--- config.mk ---
export PLATFORM = sky130hd
export DESIGN_NAME = clock_select
export DESIGN_NICKNAME = d
export VERILOG_FILES = /design/src/clock_select_pkg.sv /design/src/pin_sync.sv /design/src/clk_prescaler.sv /design/src/clock_select.sv
export SDC_FILE = /design/constraint.sdc
export NUM_CORES = 1
export LEC_CHECK = 0
export BUFFER_PORTS_ARGS = -buffer_cell sky130_fd_sc_hd__buf_4
export CAP_MARGIN = 20
export CORE_MARGIN = 2
export CORE_UTILIZATION = 33
export DETAILED_ROUTE_END_ITERATION = 10
export PLACE_DENSITY = 0.54
export SETUP_SLACK_MARGIN = 0.15
export SYNTH_ARGS = -nofsm -noshare
export SYNTH_HDL_FRONTEND = slang
export SYNTH_SLANG_ARGS = --single-unit
export TNS_END_PERCENT = 5
--- constraint.sdc ---
create_clock -name sys_clk -period 6.98 [get_ports sys_clk]
set_input_delay 0.698 -clock sys_clk [delete_from_list [all_inputs] [get_ports sys_clk]]
set_output_delay 0.698 -clock sys_clk [all_outputs]
set_load 0.02 [all_outputs]
--- src/clock_select_pkg.sv ---
package clock_select_pkg;

  // ********************************
  // bus carrier
  // ********************************
  typedef struct packed {
    logic [9:0] addr;
    logic [31:0] wdata;
    logic wr;
    logic rd;
  } bus_req_t;

  typedef struct packed {
    logic [31:0] core;
    logic [31:0] fast_bus;
    logic [31:0] periph_a;
    logic [31:0] periph_b;
    logic [31:0] periph_a_div;
  } gate_bus_t;

  // ********************************
  // register offsets
  // ********************************
  localparam logic [9:0] OFF_MAIN_CTRL = 10'h000;
  localparam logic [9:0] OFF_CPU_SEL = 10'h004;
  localparam logic [9:0] OFF_FAST_SEL = 10'h008;
  localparam logic [9:0] OFF_PA_SEL = 10'h00c;
  localparam logic [9:0] OFF_PB_SEL = 10'h010;
  localparam logic [9:0] OFF_CORE_GATE = 10'h020;
  localparam logic [9:0] OFF_FAST_GATE = 10'h024;
  localparam logic [9:0] OFF_PA_GATE = 10'h028;
  localparam logic [9:0] OFF_PB_GATE = 10'h02c;
  localparam logic [9:0] OFF_PA_DIV_GATE = 10'h040;
  localparam logic [9:0] OFF_CFD_CTRL = 10'h054;
  localparam logic [9:0] OFF_LOCK_KEY = 10'h058;
  localparam logic [9:0] OFF_IRQ_SET = 10'h0c0;
  localparam logic [9:0] OFF_IRQ_CLR_EN = 10'h0c4;
  localparam logic [9:0] OFF_IRQ_VIEW = 10'h0c8;
  localparam logic [9:0] OFF_IRQ_PEND = 10'h0cc;
  localparam logic [9:0] OFF_IRQ_ACK = 10'h0d0;
  localparam logic [9:0] OFF_STATE = 10'h0d4;
  localparam logic [9:0] OFF_PERIPH_POWER_CONTROL = 10'h160;
  localparam logic [9:0] OFF_RST_SRC = 10'h180;
  localparam logic [9:0] OFF_WAKE_SRC = 10'h184;
  localparam logic [9:0] OFF_WAKE_EN = 10'h188;
  localparam logic [9:0] OFF_CONFIG = 10'h3f8;
  localparam logic [9:0] OFF_VERSION = 10'h3fc;

  // ********************************
  // fields
  // ********************************
  localparam int DIV_EN_BIT = 7;
  localparam int RATIO_W = 3;
  localparam int CFD_EN_BIT = 0;
  localparam int CFD_SFV_BIT = 31;
  localparam int KEY_LSB = 24;
  localparam logic [7:0] UNLOCK_KEY = 8'haa;
  localparam int IRQ_CFD_BIT = 0;
  localparam int IRQ_READY_BIT = 5;
  localparam int IRQ_AE_BIT = 31;
  localparam logic [31:0] IRQ_IMPL = 32'h80000021;
  localparam logic [2:0] SRC_SYS_RC = 3'h0;
  localparam logic [2:0] SRC_CRYSTAL0 = 3'h1;
  localparam logic [2:0] SRC_FLL = 3'h2;
  localparam logic [2:0] SRC_FAST_RC = 3'h3;

  // ********************************
  // reset values
  // ********************************
  localparam logic [31:0] RST_SEL = 32'h00000000;
  localparam logic [31:0] RST_CORE_GATE = 32'h00010001;
  localparam logic [31:0] RST_FAST_GATE = 32'h0000007f;
  localparam logic [31:0] RST_PA_GATE = 32'h0fffffff;
  localparam logic [31:0] RST_PB_GATE = 32'h0000000f;
  localparam logic [31:0] RST_PA_DIV_GATE = 32'h0000007f;
  localparam logic [31:0] RST_PERIPH_POWER_CONTROL = 32'h000001fa;
  localparam logic [31:0] CONFIG_VALUE = 32'h00000043;
  // arbitrary value
  localparam logic [31:0] VERSION_VALUE = 32'h00000100;

  // divisor 2^(ratio+1)
  function automatic logic [8:0] divisor(input logic [2:0] ratio);
    divisor = 9'h001 << ({1'b0, ratio} + 4'h1);
  endfunction

endpackage

--- src/pin_sync.sv ---
`timescale 1ns/1ps
module pin_sync (
  input wire logic sys_clk,
  input wire logic rst_b,
  input wire logic pin,
  output logic level
);
  logic meta;

  always_ff @(posedge sys_clk or negedge rst_b) begin
    if (!rst_b) begin
      meta <= 1'b0;
      level <= 1'b0;
    end else begin
      meta <= pin;
      level <= meta;
    end
  end
endmodule // pin_sync

--- src/clk_prescaler.sv ---
`timescale 1ns/1ps
module clk_prescaler (
  input wire logic sys_clk,
  input wire logic rst_b,
  input wire logic divide_enable,
  input wire logic [2:0] ratio,
  output logic wrap,
  output logic tick
);
  logic [7:0] cnt;
  wire [7:0] limit = 8'(clock_select_pkg::divisor(ratio) - 9'h001);

  assign wrap = divide_enable ? (cnt == limit) : 1'b1;

  always_ff @(posedge sys_clk or negedge rst_b) begin
    if (!rst_b) begin
      cnt <= 8'h00;
      tick <= 1'b0;
    end else begin
      cnt <= wrap ? 8'h00 : cnt + 8'h01;
      tick <= wrap;
    end
  end
endmodule // clk_prescaler

--- src/clock_select.sv ---
`timescale 1ns/1ps
module clock_select (
  input wire logic sys_clk,
  input wire logic rst_b,
  input wire clock_select_pkg::bus_req_t bus,
  output logic [31:0] rdata,
  input wire logic clock_failure,
  input wire logic [31:0] reset_cause,
  input wire logic [31:0] wake_cause,
  output logic [2:0] main_source,
  output logic cpu_tick,
  output logic fast_bus_tick,
  output logic [7:0] periph_a_select,
  output logic [7:0] periph_b_select,
  output clock_select_pkg::gate_bus_t gates,
  output logic [31:0] periph_power,
  output logic [31:0] wake_enable,
  output logic irq
);

  // ********************************
  // reset release
  // ********************************
  logic rst_meta_b;
  logic rst_q_b;

  always_ff @(posedge sys_clk or negedge rst_b) begin
    if (!rst_b) begin
      rst_meta_b <= 1'b0;
      rst_q_b <= 1'b0;
    end else begin
      rst_meta_b <= 1'b1;
      rst_q_b <= rst_meta_b;
    end
  end

  // ********************************
  // decode
  // ********************************
  typedef enum logic {LOCK_CLOSED, LOCK_OPEN} lock_state_t;

  function automatic logic is_protected(input logic [9:0] a);
    is_protected = (a == clock_select_pkg::OFF_MAIN_CTRL) ||
                   (a == clock_select_pkg::OFF_CPU_SEL) ||
                   (a == clock_select_pkg::OFF_PA_SEL) ||
                   (a == clock_select_pkg::OFF_PB_SEL) ||
                   (a == clock_select_pkg::OFF_CORE_GATE) ||
                   (a == clock_select_pkg::OFF_FAST_GATE) ||
                   (a == clock_select_pkg::OFF_PA_GATE) ||
                   (a == clock_select_pkg::OFF_PB_GATE) ||
                   (a == clock_select_pkg::OFF_PA_DIV_GATE) ||
                   (a == clock_select_pkg::OFF_CFD_CTRL);
  endfunction

  function automatic logic rising(input logic prev, input logic now);
    rising = now && !prev;
  endfunction

  lock_state_t lock_state;
  logic [9:0] unlock_addr;
  logic [31:0] cfd_ctrl;
  logic [31:0] wd;

  assign wd = bus.wdata;
  wire key_ok = bus.wr && (bus.addr == clock_select_pkg::OFF_LOCK_KEY) &&
                (wd[31:clock_select_pkg::KEY_LSB] == clock_select_pkg::UNLOCK_KEY);
  wire granted = (lock_state == LOCK_OPEN) && (unlock_addr == bus.addr);
  wire prot_wr = bus.wr && is_protected(bus.addr);
  wire wr_ok = prot_wr && granted;
  wire wr_denied = prot_wr && !granted;
  wire wr_main = wr_ok && (bus.addr == clock_select_pkg::OFF_MAIN_CTRL);
  wire wr_cpu = wr_ok && (bus.addr == clock_select_pkg::OFF_CPU_SEL);
  wire sfv = cfd_ctrl[clock_select_pkg::CFD_SFV_BIT];
  wire wr_cfd = wr_ok && !sfv && (bus.addr == clock_select_pkg::OFF_CFD_CTRL);
  wire wr_ier = bus.wr && (bus.addr == clock_select_pkg::OFF_IRQ_SET);
  wire wr_idr = bus.wr && (bus.addr == clock_select_pkg::OFF_IRQ_CLR_EN);
  wire wr_icr = bus.wr && (bus.addr == clock_select_pkg::OFF_IRQ_ACK);
  wire wr_async_wake_enable = bus.wr && (bus.addr == clock_select_pkg::OFF_WAKE_EN);
  wire wr_periph_power_control = bus.wr && (bus.addr == clock_select_pkg::OFF_PERIPH_POWER_CONTROL);

  // ********************************
  // unlock sequence
  // ********************************
  lock_state_t next_lock_state;

  always_comb begin
    next_lock_state = lock_state;
    unique case (lock_state)
      LOCK_CLOSED: begin
        if (key_ok) begin
          next_lock_state = LOCK_OPEN;
        end
      end
      LOCK_OPEN: begin
        if (bus.wr && !key_ok) begin
          next_lock_state = LOCK_CLOSED;
        end
      end
    endcase
  end

  always_ff @(posedge sys_clk or negedge rst_q_b) begin
    if (!rst_q_b) begin
      lock_state <= LOCK_CLOSED;
      unlock_addr <= 10'h000;
    end else begin
      lock_state <= next_lock_state;
      if (key_ok) begin
        unlock_addr <= wd[9:0];
      end
    end
  end

  // ********************************
  // main source and failure
  // ********************************
  logic fail_sync;
  logic cfd_flag;

  pin_sync u_fail_sync (
    .sys_clk(sys_clk),
    .rst_b(rst_q_b),
    .pin(clock_failure),
    .level(fail_sync)
  );

  wire cfd_en = cfd_ctrl[clock_select_pkg::CFD_EN_BIT];
  wire fail_force = fail_sync && cfd_en && (main_source != clock_select_pkg::SRC_SYS_RC);

  always_ff @(posedge sys_clk or negedge rst_q_b) begin
    if (!rst_q_b) begin
      main_source <= clock_select_pkg::SRC_SYS_RC;
      cfd_flag <= 1'b0;
    end else if (fail_force) begin
      main_source <= clock_select_pkg::SRC_SYS_RC;
      cfd_flag <= 1'b1;
    end else if (wr_main) begin
      main_source <= wd[2:0];
      cfd_flag <= 1'b0;
    end
  end

  // ********************************
  // cpu divider
  // ********************************
  logic [7:0] cpu_shadow;
  logic [7:0] active_sel;
  logic pending;
  logic div_wrap;

  wire clock_ready = !pending;
  wire apply = pending && !wr_cpu && (div_wrap || !active_sel[clock_select_pkg::DIV_EN_BIT]);

  clk_prescaler u_cpu_div (
    .sys_clk(sys_clk),
    .rst_b(rst_q_b),
    .divide_enable(active_sel[clock_select_pkg::DIV_EN_BIT]),
    .ratio(active_sel[2:0]),
    .wrap(div_wrap),
    .tick(cpu_tick)
  );

  assign fast_bus_tick = cpu_tick;

  always_ff @(posedge sys_clk or negedge rst_q_b) begin
    if (!rst_q_b) begin
      cpu_shadow <= clock_select_pkg::RST_SEL[7:0];
      active_sel <= clock_select_pkg::RST_SEL[7:0];
      pending <= 1'b0;
    end else if (wr_cpu) begin
      cpu_shadow <= {wd[7], 4'h0, wd[2:0]};
      pending <= 1'b1;
    end else if (apply) begin
      active_sel <= cpu_shadow;
      pending <= 1'b0;
    end
  end

  // ********************************
  // other registers
  // ********************************
  always_ff @(posedge sys_clk or negedge rst_q_b) begin
    if (!rst_q_b) begin
      periph_a_select <= clock_select_pkg::RST_SEL[7:0];
      periph_b_select <= clock_select_pkg::RST_SEL[7:0];
      gates.core <= clock_select_pkg::RST_CORE_GATE;
      gates.fast_bus <= clock_select_pkg::RST_FAST_GATE;
      gates.periph_a <= clock_select_pkg::RST_PA_GATE;
      gates.periph_b <= clock_select_pkg::RST_PB_GATE;
      gates.periph_a_div <= clock_select_pkg::RST_PA_DIV_GATE;
      cfd_ctrl <= clock_select_pkg::RST_SEL;
      periph_power <= clock_select_pkg::RST_PERIPH_POWER_CONTROL;
      wake_enable <= clock_select_pkg::RST_SEL;
    end else begin
      if (wr_ok && bus.addr == clock_select_pkg::OFF_PA_SEL) begin
        periph_a_select <= {wd[7], 4'h0, wd[2:0]};
      end
      if (wr_ok && bus.addr == clock_select_pkg::OFF_PB_SEL) begin
        periph_b_select <= {wd[7], 4'h0, wd[2:0]};
      end
      if (wr_ok && bus.addr == clock_select_pkg::OFF_CORE_GATE) begin
        gates.core <= wd & clock_select_pkg::RST_CORE_GATE;
      end
      if (wr_ok && bus.addr == clock_select_pkg::OFF_FAST_GATE) begin
        gates.fast_bus <= wd & clock_select_pkg::RST_FAST_GATE;
      end
      if (wr_ok && bus.addr == clock_select_pkg::OFF_PA_GATE) begin
        gates.periph_a <= wd & clock_select_pkg::RST_PA_GATE;
      end
      if (wr_ok && bus.addr == clock_select_pkg::OFF_PB_GATE) begin
        gates.periph_b <= wd & clock_select_pkg::RST_PB_GATE;
      end
      if (wr_ok && bus.addr == clock_select_pkg::OFF_PA_DIV_GATE) begin
        gates.periph_a_div <= wd & clock_select_pkg::RST_PA_DIV_GATE;
      end
      if (wr_cfd) begin
        cfd_ctrl <= {wd[31], 30'h0, wd[0]};
      end
      if (wr_periph_power_control) begin
        periph_power <= wd;
      end
      if (wr_async_wake_enable) begin
        wake_enable <= wd;
      end
    end
  end

  // ********************************
  // interrupts
  // ********************************
  logic [31:0] irq_pending;
  logic [31:0] irq_mask;
  logic ready_prev;
  logic cfd_prev;

  wire [31:0] events = (32'(rising(ready_prev, clock_ready)) << clock_select_pkg::IRQ_READY_BIT) |
                       (32'(rising(cfd_prev, cfd_flag)) << clock_select_pkg::IRQ_CFD_BIT) |
                       (32'(wr_denied) << clock_select_pkg::IRQ_AE_BIT);
  wire [31:0] ack = wr_icr ? wd : 32'h0;
  wire [31:0] state_flags = (32'(clock_ready) << clock_select_pkg::IRQ_READY_BIT) |
                            (32'(cfd_flag) << clock_select_pkg::IRQ_CFD_BIT);

  assign irq = |(irq_pending & irq_mask);

  always_ff @(posedge sys_clk or negedge rst_q_b) begin
    if (!rst_q_b) begin
      irq_pending <= 32'h0;
      irq_mask <= 32'h0;
      ready_prev <= 1'b1;
      cfd_prev <= 1'b0;
    end else begin
      irq_pending <= (irq_pending & ~ack) | events;
      irq_mask <= ((irq_mask | (wr_ier ? wd : 32'h0)) & ~(wr_idr ? wd : 32'h0)) &
                  clock_select_pkg::IRQ_IMPL;
      ready_prev <= clock_ready;
      cfd_prev <= cfd_flag;
    end
  end

  // ********************************
  // read back
  // ********************************
  wire [9:0] ra = bus.addr;
  wire [31:0] cpu_view = {24'h0, cpu_shadow};
  wire [31:0] read_mux =
    (ra == clock_select_pkg::OFF_MAIN_CTRL) ? {29'h0, main_source} :
    (ra == clock_select_pkg::OFF_CPU_SEL) ? cpu_view :
    (ra == clock_select_pkg::OFF_FAST_SEL) ? cpu_view :
    (ra == clock_select_pkg::OFF_PA_SEL) ? {24'h0, periph_a_select} :
    (ra == clock_select_pkg::OFF_PB_SEL) ? {24'h0, periph_b_select} :
    (ra == clock_select_pkg::OFF_CORE_GATE) ? gates.core :
    (ra == clock_select_pkg::OFF_FAST_GATE) ? gates.fast_bus :
    (ra == clock_select_pkg::OFF_PA_GATE) ? gates.periph_a :
    (ra == clock_select_pkg::OFF_PB_GATE) ? gates.periph_b :
    (ra == clock_select_pkg::OFF_PA_DIV_GATE) ? gates.periph_a_div :
    (ra == clock_select_pkg::OFF_CFD_CTRL) ? cfd_ctrl :
    (ra == clock_select_pkg::OFF_IRQ_VIEW) ? irq_mask :
    (ra == clock_select_pkg::OFF_IRQ_PEND) ? irq_pending :
    (ra == clock_select_pkg::OFF_STATE) ? state_flags :
    (ra == clock_select_pkg::OFF_PERIPH_POWER_CONTROL) ? periph_power :
    (ra == clock_select_pkg::OFF_RST_SRC) ? reset_cause :
    (ra == clock_select_pkg::OFF_WAKE_SRC) ? wake_cause :
    (ra == clock_select_pkg::OFF_WAKE_EN) ? wake_enable :
    (ra == clock_select_pkg::OFF_CONFIG) ? clock_select_pkg::CONFIG_VALUE :
    (ra == clock_select_pkg::OFF_VERSION) ? clock_select_pkg::VERSION_VALUE :
    32'h0;

  always_ff @(posedge sys_clk or negedge rst_q_b) begin
    if (!rst_q_b) begin
      rdata <= 32'h0;
    end else begin
      rdata <= bus.rd ? read_mux : 32'h0;
    end
  end

  // ********************************
  // checks
  // ********************************
  logic [8:0] gap;
  logic gap_valid;

  always_ff @(posedge sys_clk or negedge rst_q_b) begin
    if (!rst_q_b) begin
      gap <= 9'h000;
      gap_valid <= 1'b0;
    end else if (apply) begin
      gap <= 9'h000;
      gap_valid <= 1'b0;
    end else if (cpu_tick) begin
      gap <= 9'h001;
      gap_valid <= 1'b1;
    end else begin
      gap <= gap + 9'h001;
    end
  end
endmodule // clock_select

==> results by group <==
Run status
  • Status: complete, no violations

Drt
  • Vias: roughly 9.4k
  • Avg WL per Cell: 22.9 um
  • Post-detailed-routing wire length: between 40 and 50 mm
  • DR pass1 iterations: 6
  • Post-DRT Antenna Nets: 0
  • Via density per instance: 5.18
  • DRT iter0 DRCs: between 700 and 800
  • DRC viols: 0

Finish
  • Nets: between 1k and 1.5k
  • Area delta synth->final: 25.0%
  • Multi-input logic area: 0.00529 mm^2
  • Fillers: 3,504
  • Commonest non-fill, non-tap cell in the layout: buf_4
  • Register area: 0.00578 mm^2
  • Layout cells sized above 1: about two fifths
  • Post-route insts no fill: approximately 1.8k
  • Post-Route Utilization: between 40% and 50%
  • Final instance area: roughly 0.015 mm^2
  • Most frequent cells in the layout: buf_4, dfrtp_1, mux2_2

Setup path
  • Worst setup EP type: flip-flop
  • Reg2reg setup slack: approximately 3.6 ns
  • WS Path Type: flip-flop to flip-flop
  • Worst reg-to-reg path cell count: 11
  • Critical path fanouts, max: 10
  • Critical Path Start Type: flip-flop
  • RR Endpoint: active_sel[0]
  • Crit path launch: active_sel[1]
  • Critical R2R Launch: active_sel[1]
  • WP data arrival: between 3 and 4 ns
  • Setup crit end: active_sel[0]
  • Worst Path Required: approximately 7.4 ns

GRT
  • Largest net degree at the start of global routing: 74
  • Initial antenna violation count: 3
  • Global-route wire length before repair: a little over 60 mm
  • GRT Overall Usage: between 20% and 30%
  • Vias in the first global route: 9,354
  • GRT overflow: 0

Timing
  • Final hold violation count: 0
  • Pin slew with the least headroom to its limit: between 1 and 1.5 ns
  • Final setup skew: ~0.014 ns
  • Final slew viol count: 0
  • Fin crit period: roughly 3.4 ns
  • Setup violations, final: 0
  • Setup TNS: 0 ns
  • WHS: roughly 0.25 ns
  • Worst relative slew slack: 28.7%
  • Final period util: ~49%
  • Worst setup margin: 3.55 ns
  • Fmax: a little under 300 MHz
  • Unrepaired setup endpoints after global routing: no

Synth
  • Main synth FF type: dfrtp_1
  • Post-synthesis simple-gate area fraction: 9.93%
  • Main combinational cell family by area after synthesis: multiplexers
  • Synthesized flop and latch total: approximately 230
  • Area contributors post-synth: dfrtp_1, dfstp_2, mux2_2, buf_4, nand2_1
  • Netlist cell types: between 70 and 80
  • Asr flop ratio synth: 100%
  • Synth area leader: dfrtp_1
  • Seq/Total Area, Yosys: between 40% and 50%
  • Post-synthesis xor/xnor area fraction: 1.82%
  • Synth Area in Compound Gates: 14.0%
  • Ys Warns: 0
  • Post-synth EDFFs: 0
  • Synth Area in Adders: less than 1%
  • Share of the synthesized area in the top cell type: between 30% and 40%
  • Mapped cell area: approximately 0.012 mm^2
  • Mux contribution to synthesized area: around 14%
  • Mapped Avg Cell Area: between 10 and 15 um^2
  • Synth Instances: 1,081

Clocking
  • Cts bufs inserted: 28
  • Root Buffer: clkbuf_16
  • Hold buffer count at CTS: 1
  • Clock transition at path regs: approximately 0.06 ns
  • Setup Buffers After CTS: 0
  • Clk buf depth: 3
  • CTS sink cnt: between 200 and 250
  • Worst skew pair latency: approximately 0.56 ns
  • CTS tree: done
  • H-tree level count: 1
  • Post-CTS resize count: 0

Min path
  • Hold Crit Class: primary input to flip-flop
  • Worst hold start: clock_failure

Floorplanning
  • I/O pin count: a little under 400
  • Die area: 0.0374 mm^2
  • DIE WIDTH: just under 200 um
  • Initial core utilization: 33.4%
  • Rows: between 60 and 70
  • Vert. Die Dim: ~190 um
  • Core area: around 0.035 mm^2

Pwr
  • Logic pwr share: around a tenth
  • Sw Share: about a quarter
  • PD cells: about 220 mW/mm^2
  • Lkg Pwr: approximately 7.1 nW
  • Power Total: about 3.2 mW
  • Sequential Power Share: 42.8%
  • VDD IR max: ~180 uV
  • Internal power: between 2 and 2.5 mW
  • Clk pwr share: between 40% and 50%
  • P_sw: between 0.8 and 0.9 mW

Placement
  • Dpl ws: around 3.3 ns
  • Port bufs: 268
  • Placed cell area: 0.0138 mm^2
  • Placed insts: 1,759
  • Dpl hpwl: between 20 and 30 mm
  • Routability Congestion: about 0.88

Run
  • Number of max-capacitance violations reported: 0
==> kinds of logic after synthesis <==
group	count (synthesis)
DFF	228
AOI/OAI and AO/OA	243
adders and majority gates	5
muxes	150
and+or+nand+nor	230
buffers and inverters	200
other	2
xor gates and xnor gates	23
==> worst min path at each step <==
| stage | end | depth (start not counted) | slack, ns |
|---|---|---|---|
| after floorplan | rst_q_b | 0 | 0.33 |
| after global placement | u_fail_sync.level | 0 | 0.34 |
| after detailed placement | u_fail_sync.level | 0 | 0.34 |
| after CTS | u_fail_sync.meta | 1 | 0.23 |
| after global routing | u_fail_sync.meta | 1 | 0.23 |
| final | u_fail_sync.meta | 1 | 0.25 |
==> power by group through the flow <==
stage / registers [mW] / clock network (mW) / logic, mW
final: 1.38 / 1.52 / 0.337
after CTS: 1.38 / 1.56 / 0.334
after global routing: 1.39 / 1.61 / 0.364
after detailed placement: 1.41 / 0 / 0.333
after floorplan: 1.41 / 0 / 0.235
after global placement: 1.41 / 0 / 0.332
==> cells in the mapped netlist, types with 12 or more instances <==
| library cell | n |
|---|---|
| buf_2 | 17 |
| nand2_1 | 87 |
| inv_1 | 16 |
| o22ai_1 | 16 |
| a31oi_1 | 12 |
| nor2_1 | 46 |
| nor3_1 | 12 |
| a21boi_0 | 31 |
| dfrtp_1 | 172 |
| a222oi_1 | 15 |
| nand3_1 | 14 |
| a22oi_1 | 24 |
| a221oi_1 | 15 |
| a21oi_1 | 32 |
| o21ai_0 | 59 |
| clkbuf_1 | 31 |
| xnor2_1 | 15 |
| buf_4 | 126 |
| dfstp_2 | 56 |
| mux2_2 | 128 |
==> sequential cells by signal, indices dropped and copies added, names as in the netlist, 8 cells and up <==
register,flops
gates,48
irq_pending,32
periph_power,32
rdata,32
u_cpu_div.cnt,8
unlock_addr,10
wake_enable,32
==> layout make-up <==
cell class | instances | share of cell area [%]
Sequential cell | 228 | 39.0
Multi-Input combinational cell | 772 | 35.7
Timing Repair Buffer | 284 | 14.4
Clock buffer | 44 | 5.54
Tap cell | 461 | 3.90
Clock inverter | 8 | 0.989
Inverter | 16 | 0.406
Antenna cell | 1 | 0.0169
==> routing by layer <==
| layer | track usage [%] | vias to the layer above | wire, um |
|---|---|---|---|
| met3 | 4.95 | 70 | 3360 |
| met4 | 5.12 | 4 | 979 |
| li1 | - | 4165 | - |
| met2 | 34.6 | 441 | 19400 |
| met1 | 29.7 | 4719 | 17700 |
| met5 | 0 | - | 42 |
==> worst max-delay path, stage by stage, from the launching register on <==
cell	delay, ns
dfrtp_1	0.50
inv_1	0.15
nor2_1	0.08
ha_1	0.41
nand3_1	0.11
ha_1	0.32
xor2_1	0.13
o2111ai_1	0.12
or4_1	0.58
o31a_1	0.26
a211o_1	0.34
mux2_4	0.31
Power figures use the tool's default switching activity.
